## src/qmec_pkg.sv

```systemverilog
package qmec_pkg;
    localparam int REG_AW = 8;
    localparam int REG_DW = 32;
    localparam logic [7:0] CMD_READ_SR1 = 8'h05;
    localparam logic [7:0] CMD_READ_SR2 = 8'h35;
    localparam logic [7:0] CMD_WRITE_SR = 8'h01;
    localparam logic [7:0] CMD_QUAD_ON = 8'h38;
    localparam logic [7:0] CMD_QUAD_OFF = 8'hF5;
    localparam logic [7:0] CMD_QUAD_READ = 8'hEB;
    localparam logic [7:0] MODE_ENTER = 8'hA5;
    localparam logic [7:0] MODE_EXIT = 8'h00;
    localparam logic [7:0] MODE_ALL_ONES = 8'hFF;
    localparam int QE_BIT = 1;
    localparam int BUSY_BIT = 0;
    localparam int PARAM_CONT_BIT = 9;
    localparam int PARAM_HOLD_BIT = 23;
    localparam int PARAM_TOP_LSB = 24;
    localparam logic [7:0] PARAM_TOP = 8'hFF;
    localparam logic [31:0] PARAM_WORD = 32'hFF5DF622;
    localparam logic [REG_AW-1:0] ADDR_PARAM = 8'h38;
    localparam logic [REG_AW-1:0] ADDR_STATUS = 8'h00;
    localparam logic [1:0] ADDR_BYTES_LAST = 2'h2;
    localparam logic [2:0] DUMMY_LAST = 3'h3;
    localparam logic [3:0] QUAD_OE = 4'hF;
    localparam logic [3:0] SERIAL_OE = 4'h2;
    localparam int STAT_QPI = 2;
    localparam int STAT_CONT = 3;
    typedef enum logic [3:0] {
        ST_IDLE = 4'b0000,
        ST_CMD = 4'b0001,
        ST_WR1 = 4'b0010,
        ST_WR2 = 4'b0011,
        ST_ADDR = 4'b0100,
        ST_MODE = 4'b0101,
        ST_DUMMY = 4'b0110,
        ST_RDATA = 4'b0111,
        ST_STAT = 4'b1000,
        ST_SKIP = 4'b1001
    } qmec_state_t;
endpackage

```

## src/qmec_shift_if.sv

```systemverilog
`timescale 1ns/1ps
interface qmec_shift_if;
    logic sample;
    logic quad;
    logic clear;
    logic [3:0] din;
    logic [7:0] byte_q;
    logic byte_done;
    modport ctrl (output sample, output quad, output clear, output din,
                  input byte_q, input byte_done);
    modport shf (input sample, input quad, input clear, input din,
                 output byte_q, output byte_done);
endinterface // qmec_shift_if

```

## src/qmec_sync.sv

```systemverilog
`timescale 1ns/1ps
module qmec_sync #(
    parameter int W = 1
) (
    input wire logic clock,
    input wire logic rst,
    input wire logic ce,
    input wire logic [W-1:0] d,
    output logic [W-1:0] q
);
    logic [W-1:0] meta_q;
    always_ff @(posedge clock) begin
        if (rst) begin
            meta_q <= '0;
            q <= '0;
        end else if (ce) begin
            meta_q <= d;
            q <= meta_q;
        end
    end
endmodule // qmec_sync

```

## src/qmec_shift.sv

```systemverilog
`timescale 1ns/1ps
module qmec_shift (
    input wire logic clock,
    input wire logic rst,
    input wire logic ce,
    qmec_shift_if.shf sh
);
    logic [2:0] cnt_q;
    logic [7:0] acc_q;
    wire [7:0] acc_d = sh.quad ? {acc_q[3:0], sh.din} : {acc_q[6:0], sh.din[0]};
    wire [2:0] cnt_d = sh.quad ? cnt_q + 3'h4 : cnt_q + 3'h1;
    wire full = sh.quad ? cnt_q[2] : (cnt_q == 3'h7);
    always_ff @(posedge clock) begin
        if (rst) begin
            cnt_q <= '0;
            acc_q <= '0;
            sh.byte_q <= '0;
            sh.byte_done <= 1'b0;
        end else if (ce) begin
            sh.byte_done <= 1'b0;
            if (sh.clear) begin
                cnt_q <= '0;
            end else if (sh.sample) begin
                acc_q <= acc_d;
                cnt_q <= cnt_d;
                if (full) begin
                    sh.byte_q <= acc_d;
                    sh.byte_done <= 1'b1;
                end
            end
        end
    end
endmodule // qmec_shift

```

## src/qmec_top.sv

```systemverilog
// Implementation choice: the plain strobed port.
`timescale 1ns/1ps
module qmec_top (
    input wire logic clock,
    input wire logic rst,
    input wire logic ce,
    input wire logic sck,
    input wire logic cs_n,
    input wire logic [3:0] dq_i,
    output logic [3:0] dq_o,
    output logic [3:0] dq_oe,
    input wire logic [qmec_pkg::REG_AW-1:0] reg_addr,
    input wire logic [qmec_pkg::REG_DW-1:0] reg_wdata,
    input wire logic reg_wr,
    input wire logic reg_rd,
    output logic [qmec_pkg::REG_DW-1:0] reg_rdata,
    output logic quad_enable_bit,
    output logic quad_cmd_mode,
    output logic cont_read_mode
);
    import qmec_pkg::*;

    ////////////////////////////////////////////////////////////////////////////
    // pin synchronisers
    logic [5:0] pins_s;
    qmec_sync #(.W(6)) u_sync (
        .clock(clock),
        .rst(rst),
        .ce(ce),
        .d({sck, ~cs_n, dq_i}),
        .q(pins_s)
    );
    wire sck_s = pins_s[5];
    // select synced inverted so the flops reset to the idle (deselected) level
    wire cs_s = ~pins_s[4];
    wire [3:0] dq_s = pins_s[3:0];

    qmec_shift_if sh ();
    qmec_shift u_shift (
        .clock(clock),
        .rst(rst),
        .ce(ce),
        .sh(sh)
    );

    ////////////////////////////////////////////////////////////////////////////
    // state
    qmec_state_t state_q, state_d;
    logic sck_q, cs_q;
    logic operation_in_progress_flag;
    logic qe_q, qpi_q, cont_q;
    logic qe_d, qpi_d, cont_d;
    logic [7:0] mode_q, mode_d;
    logic [7:0] out_q, addr_lo_q;
    logic [1:0] addr_cnt_q;
    logic [2:0] dummy_q, out_cnt_q;
    logic all_f_q, sel_sr2_q, in_read_q;

    wire sck_rise = sck_s & ~sck_q;
    wire sck_fall = ~sck_s & sck_q;
    wire cs_rise = cs_s & ~cs_q;
    wire [7:0] sr1 = {7'h00, operation_in_progress_flag};
    wire [7:0] sr2 = {6'h00, qe_q, 1'b0};
    wire [7:0] cmd = sh.byte_q;
    wire got = sh.byte_done;
    wire receiving = (state_q == ST_CMD) || (state_q == ST_WR1) ||
        (state_q == ST_WR2) || (state_q == ST_ADDR) || (state_q == ST_MODE);
    wire reset_pattern = all_f_q && (cmd == MODE_ALL_ONES);
    wire [7:0] stat_fresh = sel_sr2_q ? sr2 : sr1;
    wire [7:0] stat_cur = (out_cnt_q == 3'h0) ? stat_fresh : out_q;

    assign sh.sample = sck_rise && !cs_s && receiving;
    assign sh.quad = qpi_q || (state_q == ST_ADDR) || (state_q == ST_MODE);
    assign sh.clear = cs_s;
    assign sh.din = dq_s;

    ////////////////////////////////////////////////////////////////////////////
    // command decoder
    always_comb begin
        state_d = state_q;
        qe_d = qe_q;
        qpi_d = qpi_q;
        cont_d = cont_q;
        mode_d = mode_q;
        if (cs_s) begin
            state_d = ST_IDLE;
            if (cs_rise && in_read_q) begin
                cont_d = (mode_q == MODE_ENTER);
            end
        end else begin
            unique case (state_q)
                ST_IDLE: begin
                    state_d = cont_q ? ST_ADDR : ST_CMD;
                end
                ST_CMD: begin
                    if (got) begin
                        state_d = ST_SKIP;
                        if (cmd == CMD_READ_SR1 || cmd == CMD_READ_SR2) begin
                            state_d = ST_STAT;
                        end else if (cmd == CMD_WRITE_SR) begin
                            state_d = ST_WR1;
                        end else if (cmd == CMD_QUAD_ON) begin
                            qpi_d = 1'b1;
                        end else if (cmd == CMD_QUAD_OFF) begin
                            qpi_d = 1'b0;
                        end else if (cmd == CMD_QUAD_READ && qe_q) begin
                            state_d = ST_ADDR;
                        end
                    end
                end
                ST_WR1: begin
                    if (got) begin
                        state_d = ST_WR2;
                    end
                end
                ST_WR2: begin
                    if (got) begin
                        qe_d = cmd[QE_BIT];
                        state_d = ST_SKIP;
                    end
                end
                ST_ADDR: begin
                    if (got && addr_cnt_q == ADDR_BYTES_LAST) begin
                        state_d = ST_MODE;
                    end
                end
                ST_MODE: begin
                    if (got) begin
                        mode_d = cmd;
                        if (reset_pattern) begin
                            cont_d = 1'b0;
                            state_d = ST_SKIP;
                        end else begin
                            state_d = ST_DUMMY;
                        end
                    end
                end
                ST_DUMMY: begin
                    if (sck_rise && dummy_q == DUMMY_LAST) begin
                        state_d = ST_RDATA;
                    end
                end
                ST_RDATA, ST_STAT, ST_SKIP: begin
                    state_d = state_q;
                end
                default: begin
                    state_d = ST_SKIP;
                end
            endcase
        end
    end

    ////////////////////////////////////////////////////////////////////////////
    // control registers
    always_ff @(posedge clock) begin
        if (rst) begin
            state_q <= ST_IDLE;
            sck_q <= 1'b0;
            cs_q <= 1'b1;
            qe_q <= 1'b0;
            qpi_q <= 1'b0;
            cont_q <= 1'b0;
            mode_q <= '0;
        end else if (ce) begin
            state_q <= state_d;
            sck_q <= sck_s;
            cs_q <= cs_s;
            qe_q <= qe_d;
            qpi_q <= qpi_d;
            cont_q <= cont_d;
            mode_q <= mode_d;
        end
    end

    ////////////////////////////////////////////////////////////////////////////
    // frame bookkeeping
    always_ff @(posedge clock) begin
        if (rst) begin
            addr_cnt_q <= '0;
            dummy_q <= '0;
            all_f_q <= 1'b1;
            in_read_q <= 1'b0;
            sel_sr2_q <= 1'b0;
            addr_lo_q <= '0;
        end else if (ce) begin
            if (cs_s) begin
                addr_cnt_q <= '0;
                dummy_q <= '0;
                all_f_q <= 1'b1;
                in_read_q <= 1'b0;
            end else begin
                if (state_q == ST_ADDR && got) begin
                    addr_cnt_q <= addr_cnt_q + 2'h1;
                    addr_lo_q <= cmd;
                    all_f_q <= all_f_q && (cmd == MODE_ALL_ONES);
                end
                if (state_q == ST_DUMMY && sck_rise) begin
                    dummy_q <= dummy_q + 3'h1;
                end
                if (state_q == ST_MODE && got && !reset_pattern) begin
                    in_read_q <= 1'b1;
                end
                if (state_q == ST_CMD && got) begin
                    sel_sr2_q <= (cmd == CMD_READ_SR2);
                end
            end
        end
    end

    ////////////////////////////////////////////////////////////////////////////
    // output pins, driven on falling link clock
    always_ff @(posedge clock) begin
        if (rst) begin
            dq_o <= '0;
            dq_oe <= '0;
            out_q <= '0;
            out_cnt_q <= '0;
        end else if (ce) begin
            if (cs_s) begin
                dq_oe <= '0;
                out_cnt_q <= '0;
            end else if (sck_fall && state_q == ST_STAT) begin
                if (qpi_q) begin
                    dq_o <= stat_cur[7:4];
                    dq_oe <= QUAD_OE;
                    out_q <= {stat_cur[3:0], stat_cur[7:4]};
                    out_cnt_q <= out_cnt_q + 3'h4;
                end else begin
                    dq_o <= {2'b00, stat_cur[7], 1'b0};
                    dq_oe <= SERIAL_OE;
                    out_q <= {stat_cur[6:0], stat_cur[7]};
                    out_cnt_q <= out_cnt_q + 3'h1;
                end
            end else if (sck_fall && state_q == ST_RDATA) begin
                dq_o <= out_cnt_q[2] ? addr_lo_q[3:0] : addr_lo_q[7:4];
                dq_oe <= QUAD_OE;
                out_cnt_q <= out_cnt_q + 3'h4;
            end
        end
    end

    ////////////////////////////////////////////////////////////////////////////
    // register port
    logic [REG_DW-1:0] rd_mux;
    wire hit_param = (reg_addr == ADDR_PARAM);
    wire hit_stat = (reg_addr == ADDR_STATUS);
    wire [REG_DW-1:0] stat_word = {28'h0000000, cont_q, qpi_q, qe_q, operation_in_progress_flag};
    assign rd_mux = hit_param ? PARAM_WORD : (hit_stat ? stat_word : '0);

    always_ff @(posedge clock) begin
        if (rst) begin
            reg_rdata <= '0;
            operation_in_progress_flag <= 1'b0;
            quad_enable_bit <= 1'b0;
            quad_cmd_mode <= 1'b0;
            cont_read_mode <= 1'b0;
        end else if (ce) begin
            reg_rdata <= reg_rd ? rd_mux : '0;
            if (reg_wr && hit_stat) begin
                operation_in_progress_flag <= reg_wdata[BUSY_BIT];
            end
            quad_enable_bit <= qe_q;
            quad_cmd_mode <= qpi_q;
            cont_read_mode <= cont_q;
        end
    end
endmodule // qmec_top

```

## config.mk

```make
export PLATFORM = sky130hd
export DESIGN_NAME = qmec_top
export DESIGN_NICKNAME = d
export VERILOG_FILES = /design/src/qmec_pkg.sv /design/src/qmec_shift_if.sv /design/src/qmec_sync.sv /design/src/qmec_shift.sv /design/src/qmec_top.sv
export SDC_FILE = /design/constraint.sdc
export NUM_CORES = 1
export LEC_CHECK = 0
export BUFFER_PORTS_ARGS = -buffer_cell sky130_fd_sc_hd__buf_2
export CORE_MARGIN = 5
export CORE_UTILIZATION = 59
export CTS_CLUSTER_SIZE = 25
export DETAILED_ROUTE_END_ITERATION = 10
export GPL_TIMING_DRIVEN = 0
export PLACE_DENSITY_LB_ADDON = 0.05
export SETUP_SLACK_MARGIN = 0.02
export SLEW_MARGIN = 20
export SYNTH_ARGS = -nofsm -noshare
export SYNTH_HDL_FRONTEND = slang
export SYNTH_SLANG_ARGS = --single-unit
```

## constraint.sdc

```tcl
create_clock -name clock -period 4.89 [get_ports clock]
set_clock_uncertainty 0.15 [all_clocks]
set_input_delay 0.489 -clock clock [delete_from_list [all_inputs] [get_ports clock]]
set_output_delay 0.489 -clock clock [all_outputs]
set_load 0.03 [all_outputs]
```

# Word level (Yosys, flattened, before mapping)
# Index checks and enable logic that the tools add are counted.
[totals] register_bits=119 input_bits=51 out_inout_bits=43 elab_cells=183
[op_classes] bitwise_logic=10 muxes=56 addsub=6 eq_ne=36 n_reduce_logical=47
[ops] op="4-bit two-way mux" n=22
[ops] op="32-bit two-way mux" n=2
[ops] op="8-bit == test, second input constant" n=4
[ops] op="4-bit one-hot mux with 8 select lines" n=1
[ops] op="3-bit two-way mux" n=10
[ops] op="8-bit by 6-bit == test with 1-bit output, second input constant" n=3
[ops] op="8-bit two-way mux" n=3
[ops] op="4-bit by 3-bit == test with 1-bit output, second input constant" n=4
[ops] op="1-bit logical AND" n=15
[ops] op="1-bit two-way mux" n=15
[ops] op="3-bit AND reduction" n=5
[ops] op="2-bit inequality test, second input constant" n=7
[ops] op="3-bit by 2-bit inequality test with 1-bit output, second input constant" n=4
[ops] op="2-bit AND reduction" n=6
[ops] op="4-bit AND reduction" n=3
[ops] op="3-bit by 1-bit adder with 3-bit output, second input constant" n=3
[ops] op="3-bit inequality test, second input constant" n=3
[ops] op="4-bit by 2-bit == test with 1-bit output, second input constant" n=2
[ops] op="4-bit == test, second input constant" n=2
[ops] op="8-bit by 1-bit == test with 1-bit output, second input constant" n=1
[ops] op="8-bit by 3-bit == test with 1-bit output, second input constant" n=1
[ops] op="8-bit logical NOT" n=1
[ops] op="8-bit AND reduction" n=1
[ops] op="1-bit logical OR" n=7
[ops] op="other kinds (17)" n=30

# Longest topological paths before layout
# Gate-level depths: netlist of run 1.
[depth] ltp_word=10 ltp_mapped=8 ltp_nobuf=7

# Hierarchy
# Synthesis of run 1 repeated with hierarchy kept, for this count alone.
[hier_totals] hier_cells=524 area_unflattened_um2=4518.1
[by_module_without_submodules] mod="qmec_top" area_each_um2=3224.3 cells_per_inst=400 seq_area_each_um2=1181.1 instances=1
[by_module_without_submodules] mod="qmec_shift" area_each_um2=873.3 cells_per_inst=86 seq_area_each_um2=380.4 instances=1
[by_module_without_submodules] mod="qmec_sync" area_each_um2=420.4 cells_per_inst=38 seq_area_each_um2=240.2 instances=1

# Least setup slack after synthesis of run 1
# No wires, ideal clock.
[synth_timing] kind="register to register" from="register u_sync.q[5]" to="register u_shift.sh.byte_q[6]" required_ps=4661 n_path_buf=1 t_arrival_ps=1778 setup_ps=79 slack_ps=2883 path_stages_with_launch=7 synth_period_minus_slack_ps=2007 cell_sequence="dfxtp_1 -> or3b_1 -> nor4_4 -> a21boi_4 -> buf_6 -> nor2_1 -> a211oi_2"
[synth_via] elab_chain_cells=4
[synth_lines] item="start, declared" line_no="qmec_sync.sv:9" text="output logic [W-1:0] q"
[synth_lines] item="start signal, assigned" line_no="qmec_sync.sv:18" text="q <= meta_q;"
[synth_lines] item="1-bit bitwise AND" line_no="qmec_top.sv:59" text="wire sck_rise = sck_s & ~sck_q;"
[synth_lines] item="1-bit logical AND (2 in series)" line_no="qmec_top.sv:72" text="assign sh.sample = sck_rise && !cs_s && receiving;"
[synth_lines] item="4-bit AND reduction (no line)"
[synth_lines] item="end signal, assigned" line_no="qmec_shift.sv:17" text="sh.byte_q <= '0;"
[synth_lines] item="end signal, assigned" line_no="qmec_shift.sv:27" text="sh.byte_q <= acc_d;"
[synth_lines] item="end, declared" line_no="qmec_shift_if.sv:12" text="output byte_q, output byte_done);"
# Every way passes these cells.
# A chain may end at the register's enable or synchronous reset.

# Final worst setup path of run 1
# Ends and elaborated chain as after synthesis.

==> results of run 1 <==
-- cells by family (layout without fill, tap and decap cells) --
logic type | Yosys count | after routing
AO/OA/AOI/OAI | 91 | 91
adder cells (fa/ha/maj) | 7 | 7
buffers and inverters | 72 | 141
flip-flops | 90 | 90
multiplexers | 55 | 55
other | 1 | 8
AND/OR/NAND/NOR | 194 | 194
-- cell usage in the layout, fill, tap and decap left out, drive strengths merged, types with 6 or more instances in the layout --
master,instances
a211oi,20
a21oi,28
dfxtp,90
a22oi,7
nor3,9
o21ai,8
buf,90
nand2,30
nor2,83
ha,7
nor2b,7
mux2,6
and3,6
nand3,15
mux2i,49
inv,12
nand4,6
clkbuf,35
conb,8
-- flip-flops by register name, indices dropped and copies added, names as in the netlist, 2 cells and up --
signal and cells:
out_cnt_q 3, dq_o 4, u_shift.sh.byte_q 8, mode_q 8, u_shift.acc_q 7, addr_lo_q 8, addr_cnt_q 2, state_q 4
u_sync.q 6, u_shift.cnt_q 3, dq_oe 2, out_q 8, u_sync.meta_q 6, reg_rdata 5, dummy_q 3
-- metal layers --
layer  GRT usage, %  routed length (µm)  vias to the layer above
met5              0                   0                        -
met4           10.3                 314                        0
met1           28.4                4570                     1793
met2           38.9                5050                      158
met3           6.69                 879                       23
li1               -                   -                     1910
-- power by group through the flow --
stage          clock network (mW)  logic [mW]  registers, mW
2_1_floorplan                   0      0.0468          0.757
3_3_place_gp                    0      0.0681          0.758
3_5_place_dp                    0      0.0693          0.759
4_1_cts                     0.514      0.0694          0.741
5_1_grt                     0.548      0.0762          0.742
6_report                    0.507      0.0698          0.741
-- metrics by stage --
| stage | std cells | util [%] | cell area [µm²] |
|---|---|---|---|
| finish | 685 | 69.4 | 5060 |
| global route | 685 | 69.4 | 5060 |
| CTS | 685 | 69.4 | 5060 |
| detailed placement | 669 | 66.7 | 4860 |
| global placement | 669 | 66.7 | 4860 |
| floorplan | 517 | - | 4470 |
-- area by class of cell --
type,instances,area [µm²]
Buffer,61,352
Clock buffer,11,131
Clock inverter,5,62.6
Fill cell,630,2230
Inverter,11,41.3
Multi-Input combinational cell,355,2280
Sequential cell,90,1800
Tap cell,99,124
Timing Repair Buffer,53,265
-- worst min path at each step --
stage / startpoint / endpoint / slack, ns / cells past startpoint
after CTS: cs_n / u_sync.meta_q[4]$_SDFFE_PP0P_ / 0.16 / 2
after floorplan: out_q[0]$_SDFFE_PP0P_ / out_q[0]$_SDFFE_PP0P_ / 0.28 / 2
after global routing: cs_n / u_sync.meta_q[4]$_SDFFE_PP0P_ / 0.16 / 2
after detailed placement: out_q[0]$_SDFFE_PP0P_ / out_q[0]$_SDFFE_PP0P_ / 0.30 / 2
after global placement: out_q[0]$_SDFFE_PP0P_ / out_q[0]$_SDFFE_PP0P_ / 0.29 / 2
final: cs_n / u_sync.meta_q[4]$_SDFFE_PP0P_ / 0.17 / 2
-- worst reg2reg max path, stage by stage (launching register included) --
cell,delay [ns]
dfxtp_1,0.44
or3b_1,0.42
nor4_4,0.53
a21boi_4,0.40
buf_6,0.19
nor2_1,0.06
a211oi_2,0.19
==> flow_results.xml, run 1 <==
<?xml version="1.0" encoding="UTF-8"?>
<metrics>
  <group name="critical_path">
    <metric name="critical_path_buf_inv_count" unit="">1</metric>
    <metric name="timing.setup.critical_path_class" unit="">reg2reg</metric>
    <metric name="endpoint_required_time_on_the_critical_path" unit="ns">5.02</metric>
    <metric name="worst_r2r_path_depth" unit="">6</metric>
    <metric name="cp-start-kind" unit="">register</metric>
    <metric name="timing.critical_path.to_type" unit="">register</metric>
    <metric name="regToRegStartpoint" unit="">u_sync.q[5]$_SDFFE_PP0P_</metric>
    <metric name="path_delay_family" unit="">simple AND/OR/NAND/NOR gates</metric>
    <metric name="critical_path.max_fanout" unit="">10</metric>
    <metric name="cp_num_cells" unit="">6</metric>
    <metric name="critical_path_arrival" unit="ns">2.57</metric>
    <metric name="timing.critical_path.slowest_cell_delay" unit="ns">0.53</metric>
    <metric name="timing.reg2reg.setup_slack" unit="ns">2.45</metric>
    <metric name="startpoint" unit="">u_sync.q[5]$_SDFFE_PP0P_</metric>
    <metric name="timing.critical_path.cells" unit="">or3b_1, nor4_4, a21boi_4, buf_6, nor2_1, a211oi_2</metric>
    <metric name="critical_path.slowest_cell" unit="">nor4_4</metric>
    <metric name="cp-endpoint" unit="">u_shift.sh.byte_q[6]$_SDFFE_PP0P_</metric>
    <metric name="reg2reg_to" unit="">u_shift.sh.byte_q[6]$_SDFFE_PP0P_</metric>
  </group>
  <group name="sta">
    <metric name="setup_ws" unit="ns">2.45</metric>
    <metric name="setup_violations" unit="">0</metric>
    <metric name="post-route-min-period" unit="ns">2.44</metric>
    <metric name="clock.fmax" unit="MHz">409</metric>
    <metric name="post-route-period-util" unit="%">50.0</metric>
    <metric name="number_of_endpoints_with_negative_hold_slack_in_the_final_report" unit="">0</metric>
    <metric name="finalMaxSlewViolations" unit="">0</metric>
    <metric name="tightestPinTransition" unit="ns">0.757</metric>
    <metric name="tns_setup" unit="ns">0</metric>
    <metric name="hold-worst-slack" unit="ns">0.169</metric>
    <metric name="rsz0062_at_grt" unit="">false</metric>
    <metric name="worst_max_slew_margin_expressed_relative_to_the_limit" unit="%">49.0</metric>
  </group>
  <group name="logic_synthesis">
    <metric name="top_reg_cell_synth" unit="">dfxtp_1</metric>
    <metric name="fraction_of_synthesized_cell_area_taken_by_the_top_area_cell_type" unit="%">40.5</metric>
    <metric name="synth.top_cells.by_count" unit="">dfxtp_1, nor2_1, mux2i_1</metric>
    <metric name="yosysSeqAreaShare" unit="%">40.5</metric>
    <metric name="synth.lib_cells_used.distinct" unit="">58</metric>
    <metric name="ys_async_sr_fraction" unit="%">0</metric>
    <metric name="yosys.cell_count.top_type" unit="">dfxtp_1</metric>
    <metric name="synthesis.area_per_instance" unit="µm²">8.72</metric>
    <metric name="synth_xor_area_share" unit="%">0</metric>
    <metric name="post_synth_inst_count" unit="">510</metric>
    <metric name="synth.area.mux_share" unit="%">12.5</metric>
    <metric name="synthesis.area" unit="mm²">0.00445</metric>
    <metric name="post-synth-top-area-cell" unit="">dfxtp_1</metric>
    <metric name="share_of_the_synthesized_area_in_compound_gates_ao_oa_aoi_oai" unit="%">14.0</metric>
    <metric name="synth-edff-count" unit="">0</metric>
    <metric name="yosys.area_share.adder" unit="%">1.97</metric>
    <metric name="synth_top_family_by_area" unit="">simple AND/OR/NAND/NOR gates</metric>
    <metric name="synth_simple_gate_area_share" unit="%">22.0</metric>
    <metric name="register_bit_count_reported_by_yosys" unit="">90</metric>
    <metric name="netlist_top_cells_area" unit="">dfxtp_1, mux2i_1, nor2_1, buf_4, a21oi_1</metric>
    <metric name="yosys_warnings" unit="">0</metric>
  </group>
  <group name="detailed_routing">
    <metric name="remaining_drc_errors" unit="">0</metric>
    <metric name="drt-total-wl" unit="µm">10800</metric>
    <metric name="final_antenna_net_count" unit="">0</metric>
    <metric name="viasPerCell" unit="">5.67</metric>
    <metric name="vias" unit="">3884</metric>
    <metric name="initial_detailed_routing_violation_count" unit="">196</metric>
    <metric name="drt-pass1-iter-count" unit="">5</metric>
    <metric name="route.detailed.wl_per_inst" unit="µm">15.8</metric>
  </group>
  <group name="clock_network">
    <metric name="cts_repair_resize_count" unit="">0</metric>
    <metric name="cts_num_sinks" unit="">90</metric>
    <metric name="cts-hold-fix-buffers" unit="">0</metric>
    <metric name="cts_made_buffers" unit="">9</metric>
    <metric name="root_buffer" unit="">clkbuf_8</metric>
    <metric name="cts.reportedPaths.clkPinSlew" unit="ns">0.09</metric>
    <metric name="cts.repair_timing.setup_buffer_count" unit="">0</metric>
    <metric name="ctsLongestPathBuffers" unit="">2</metric>
    <metric name="insertion_delay_to_the_later_sink_of_the_worst_skew_pair" unit="ns">0.35</metric>
    <metric name="cts_max_level" unit="">3</metric>
    <metric name="cts_tree" unit="">built</metric>
  </group>
  <group name="layout">
    <metric name="drive_gt1_share" unit="%">20.5</metric>
    <metric name="area_delta_synth_final" unit="%">13.7</metric>
    <metric name="fin_nets" unit="">639</metric>
    <metric name="antenna_cells_inserted" unit="">0</metric>
  </group>
  <group name="grt">
    <metric name="grt_antenna_before_repair" unit="">0</metric>
    <metric name="globalRoute.totalOverflow" unit="">0</metric>
    <metric name="grtUsageTotal" unit="%">23.5</metric>
    <metric name="maximum_number_of_pins_on_one_net_before_global_route_repair" unit="">22</metric>
    <metric name="first_global_vias" unit="">3727</metric>
    <metric name="grt_pass1_wl" unit="µm">18300</metric>
  </group>
  <group name="place">
    <metric name="hpwlAfterDp" unit="µm">8040</metric>
    <metric name="place.gp.congestion" unit="">0.912</metric>
    <metric name="io_buffer_count" unit="">53</metric>
    <metric name="placement.setup.worst_slack" unit="ns">2.40</metric>
  </group>
  <group name="floorplanning">
    <metric name="start_util" unit="%">61.0</metric>
    <metric name="area_of_the_core" unit="mm²">0.00729</metric>
    <metric name="die-width" unit="µm">96.8</metric>
    <metric name="chipHeight" unit="µm">96.8</metric>
    <metric name="ioPinCount" unit="">94</metric>
    <metric name="fp-row-count" unit="">31</metric>
    <metric name="die_area" unit="mm²">0.00938</metric>
  </group>
  <group name="power_and_ir_drop">
    <metric name="seq_power_share" unit="%">56.2</metric>
    <metric name="netSwitchingPower" unit="µW">318</metric>
    <metric name="switching_share" unit="%">24.1</metric>
    <metric name="power-per-cell-area" unit="mW/mm²">261</metric>
    <metric name="combPwrFrac" unit="%">5.3</metric>
    <metric name="internal_portion_of_total_power" unit="µW">1000</metric>
    <metric name="clock_power_share" unit="%">38.5</metric>
    <metric name="worst_ir_drop_vdd" unit="mV">0.261</metric>
    <metric name="power.leakage" unit="nW">2.16</metric>
    <metric name="overall_power_consumption" unit="mW">1.32</metric>
  </group>
  <group name="run">
    <metric name="maxCapViolations" unit="">0</metric>
  </group>
  <group name="status">
    <metric name="run_status" unit="">finished, final reports clean</metric>
  </group>
  <group name="hold_path">
    <metric name="hold_path_class" unit="">in2reg</metric>
  </group>
</metrics>
Power figures use the tool's default switching activity.
==> run 2, diff against run 1 <==
--- a/config.mk
+++ b/config.mk
@@ -5,9 +5,10 @@
 export SDC_FILE = /design/constraint.sdc
 export NUM_CORES = 1
 export LEC_CHECK = 0
+export ABC_AREA = 1
 export BUFFER_PORTS_ARGS = -buffer_cell sky130_fd_sc_hd__buf_2
 export CORE_MARGIN = 5
-export CORE_UTILIZATION = 59
+export CORE_UTILIZATION = 49
 export CTS_CLUSTER_SIZE = 25
 export DETAILED_ROUTE_END_ITERATION = 10
 export GPL_TIMING_DRIVEN = 0
==> constraint.sdc (replaced) <==
create_clock -name clock -period 2.1 [get_ports clock]
set_clock_uncertainty 0.15 [all_clocks]
set_input_delay 0.21 -clock clock [delete_from_list [all_inputs] [get_ports clock]]
set_output_delay 0.21 -clock clock [all_outputs]
set_load 0.03 [all_outputs]
==> run 2 against run 1 <==
- hold slack lost 0.14 ns
- core utilization shrank 11 points
- register-to-register slack lost 2.1 ns
- largest power group unchanged
==> flow_results.xml, run 2 <==
<?xml version="1.0" encoding="UTF-8"?>
<metrics>
  <group name="clock_network">
    <metric name="cts_tree" unit="">built</metric>
    <metric name="cts.reportedPaths.clkPinSlew" unit="ns">0.10</metric>
    <metric name="insertion_delay_to_the_later_sink_of_the_worst_skew_pair" unit="ns">0.36</metric>
    <metric name="root_buffer" unit="">clkbuf_8</metric>
    <metric name="cts_repair_resize_count" unit="">0</metric>
    <metric name="ctsLongestPathBuffers" unit="">2</metric>
    <metric name="cts_num_sinks" unit="">90</metric>
    <metric name="cts_made_buffers" unit="">9</metric>
    <metric name="cts_max_level" unit="">3</metric>
  </group>
  <group name="logic_synthesis">
    <metric name="synthesis.area" unit="mm²">0.00447</metric>
    <metric name="synthesis.area_per_instance" unit="µm²">7.02</metric>
    <metric name="top_reg_cell_synth" unit="">dfxtp_1</metric>
    <metric name="synth.lib_cells_used.distinct" unit="">35</metric>
    <metric name="yosys_warnings" unit="">0</metric>
    <metric name="post-synth-top-area-cell" unit="">dfxtp_1</metric>
    <metric name="register_bit_count_reported_by_yosys" unit="">90</metric>
    <metric name="ys_async_sr_fraction" unit="%">0</metric>
    <metric name="yosys.cell_count.top_type" unit="">nand2_1</metric>
    <metric name="yosysSeqAreaShare" unit="%">40.3</metric>
    <metric name="synth.top_cells.by_count" unit="">nand2_1, dfxtp_1, nor2_1</metric>
    <metric name="synth-edff-count" unit="">0</metric>
    <metric name="fraction_of_synthesized_cell_area_taken_by_the_top_area_cell_type" unit="%">40.3</metric>
    <metric name="netlist_top_cells_area" unit="">dfxtp_1, nand2_1, nor2_1, a21oi_1, o21ai_0</metric>
    <metric name="post_synth_inst_count" unit="">637</metric>
  </group>
  <group name="hold_path">
    <metric name="hold_path_class" unit="">in2reg</metric>
    <metric name="timing.hold.worst_path_depth" unit="">4</metric>
    <metric name="hold_path_end" unit="">reg_rdata[2]$_SDFFE_PP0P_</metric>
    <metric name="hold_start" unit="">reg_addr[5]</metric>
  </group>
  <group name="grt">
    <metric name="met1_usage" unit="%">30.4</metric>
    <metric name="grt_use_met2" unit="%">37.3</metric>
    <metric name="global_route.peak_usage_layer" unit="">met2</metric>
    <metric name="grt_use_met3" unit="%">3.67</metric>
    <metric name="maximum_number_of_pins_on_one_net_before_global_route_repair" unit="">22</metric>
    <metric name="grtUsageTotal" unit="%">22.6</metric>
    <metric name="grt_antenna_before_repair" unit="">0</metric>
    <metric name="first_global_vias" unit="">4107</metric>
    <metric name="globalRoute.totalOverflow" unit="">0</metric>
    <metric name="grt_pass1_wl" unit="µm">20300</metric>
  </group>
  <group name="critical_path">
    <metric name="timing.critical_path.to_type" unit="">output port</metric>
    <metric name="worst_r2r_path_depth" unit="">5</metric>
    <metric name="regToRegStartpoint" unit="">qpi_q$_SDFFE_PP0P_</metric>
    <metric name="timing.critical_path.cells" unit="">buf_4, buf_2</metric>
    <metric name="cp-start-kind" unit="">register</metric>
    <metric name="timing.setup.critical_path_class" unit="">reg2out</metric>
    <metric name="critical_path.slowest_cell" unit="">dfxtp_1</metric>
    <metric name="critical_path.max_fanout" unit="">21</metric>
    <metric name="reg2reg_to" unit="">dq_o[2]$_SDFFE_PP0P_</metric>
    <metric name="timing.critical_path.slowest_cell_delay" unit="ns">0.73</metric>
    <metric name="timing.reg2reg.setup_slack" unit="ns">0.33</metric>
    <metric name="critical_path_arrival" unit="ns">1.50</metric>
    <metric name="endpoint_required_time_on_the_critical_path" unit="ns">1.74</metric>
  </group>
  <group name="detailed_routing">
    <metric name="vias" unit="">4319</metric>
    <metric name="initial_detailed_routing_violation_count" unit="">272</metric>
    <metric name="remaining_drc_errors" unit="">0</metric>
    <metric name="route.detailed.wl_per_inst" unit="µm">14.6</metric>
    <metric name="drt-total-wl" unit="µm">12100</metric>
    <metric name="drt-pass1-iter-count" unit="">5</metric>
    <metric name="final_antenna_net_count" unit="">0</metric>
    <metric name="viasPerCell" unit="">5.21</metric>
  </group>
  <group name="power_and_ir_drop">
    <metric name="power.leakage" unit="nW">2.27</metric>
    <metric name="overall_power_consumption" unit="mW">3.20</metric>
    <metric name="power-per-cell-area" unit="mW/mm²">617</metric>
    <metric name="worst_ir_drop_vdd" unit="mV">0.418</metric>
  </group>
  <group name="floorplanning">
    <metric name="start_util" unit="%">50.8</metric>
    <metric name="chipHeight" unit="µm">106</metric>
    <metric name="die_area" unit="mm²">0.0111</metric>
    <metric name="area_of_the_core" unit="mm²">0.00881</metric>
    <metric name="fp-row-count" unit="">34</metric>
    <metric name="die-width" unit="µm">106</metric>
    <metric name="ioPinCount" unit="">94</metric>
  </group>
  <group name="place">
    <metric name="io_buffer_count" unit="">53</metric>
    <metric name="place.gp.congestion" unit="">0.976</metric>
    <metric name="placement.setup.worst_slack" unit="ns">0.152</metric>
    <metric name="hpwlAfterDp" unit="µm">8960</metric>
  </group>
  <group name="sta">
    <metric name="tns_setup" unit="ns">0</metric>
    <metric name="post-route-min-period" unit="ns">1.86</metric>
    <metric name="worst_max_slew_margin_expressed_relative_to_the_limit" unit="%">48.3</metric>
    <metric name="finalMaxSlewViolations" unit="">0</metric>
    <metric name="setup_violations" unit="">0</metric>
    <metric name="number_of_endpoints_with_negative_hold_slack_in_the_final_report" unit="">0</metric>
    <metric name="post-route-period-util" unit="%">88.3</metric>
    <metric name="clock.fmax" unit="MHz">539</metric>
    <metric name="rsz0062_at_grt" unit="">false</metric>
    <metric name="tightestPinTransition" unit="ns">0.776</metric>
    <metric name="setup_ws" unit="ns">0.245</metric>
  </group>
  <group name="layout">
    <metric name="antenna_cells_inserted" unit="">0</metric>
    <metric name="mostFrequentLayoutCell" unit="">nand2_1</metric>
    <metric name="fin_nets" unit="">774</metric>
    <metric name="drive_gt1_share" unit="%">20.0</metric>
    <metric name="area_delta_synth_final" unit="%">15.9</metric>
    <metric name="final.fill_count" unit="">868</metric>
    <metric name="final_cell_mix" unit="">nand2_1, dfxtp_1, nor2_1</metric>
  </group>
  <group name="run">
    <metric name="maxCapViolations" unit="">0</metric>
  </group>
  <group name="status">
    <metric name="run_status" unit="">finished, final reports clean</metric>
  </group>
</metrics>
run 2: stage by stage:
step | cells | hold WS, ns | cell area (µm²) | utilization [%]
after detailed placement | 805 | 0.245 | 4900 | 55.6
after floorplan | 644 | 0.154 | 4500 | -
after global placement | 805 | 0.242 | 4900 | 55.6
after CTS | 829 | 0.0172 | 5180 | 58.9
after global routing | 829 | 0.0337 | 5180 | 58.9
final | 829 | 0.0276 | 5180 | 58.9
run 2: final cells by class:
class	count	area, µm²	share of cell area [%]
multi-input combinational	443	2140	41.3
sequential	90	1800	34.8
timing repair buffer	61	345	6.66
buffer	53	335	6.47
inverter	58	220	4.25
clock buffer	10	138	2.66
tap	108	135	2.61
clock inverter	6	65.1	1.26
run 2: worst max-delay path by stage:
stage                                    start                       endpoint  cells past startpoint
finish              reg_rdata[30]$_SDFFE_PP0P_                  reg_rdata[25]                      2
global route        reg_rdata[30]$_SDFFE_PP0P_                  reg_rdata[20]                      2
CTS                 reg_rdata[30]$_SDFFE_PP0P_                  reg_rdata[20]                      2
detailed placement                          ce  u_sync.meta_q[1]$_SDFFE_PP0P_                      6
global placement                            ce  u_sync.meta_q[1]$_SDFFE_PP0P_                      6
floorplan              state_q[0]$_SDFFE_PP0P_      out_cnt_q[0]$_SDFFE_PP0P_                      8
run 2: power by group:
part / total [mW] / switching (mW) / internal, mW / leakage (nW)
sequential: 1.74 / 0.0127 / 1.73 / 0.729
combinational: 0.244 / 0.165 / 0.0793 / 1.44
clock: 1.21 / 0.629 / 0.585 / 0.103
total: 3.20 / 0.807 / 2.39 / 2.27
run 2: per-layer routing:
layer  routed length, µm  up-vias
met5                   0        -
met4                 220        0
met3                 568       17
met2                5730      125
met1                5590     1968
li1                    -     2209
run 2: critical path, delay by kind of cell, from the launching register on:
family / cells / cell delay, ns
flops: 1 / 0.73
buf+inv: 2 / 0.40
run 2: timing repair:
action	4_1_cts	5_1_grt
setup buffers	0	0
hold buffers	8	0
endpoints found under the hold margin	10	0
run 2: logic make-up (layout without fill, tap and decap cells):
logic type | Yosys count | in the layout | share of synthesized area, %
buf+inv | 111 | 188 | 12.4
compound gates | 144 | 144 | 17.0
flops | 90 | 90 | 40.3
fa+ha+maj | 7 | 7 | 1.96
other cells | 1 | 8 | 0.0838
simple gates | 284 | 284 | 28.3
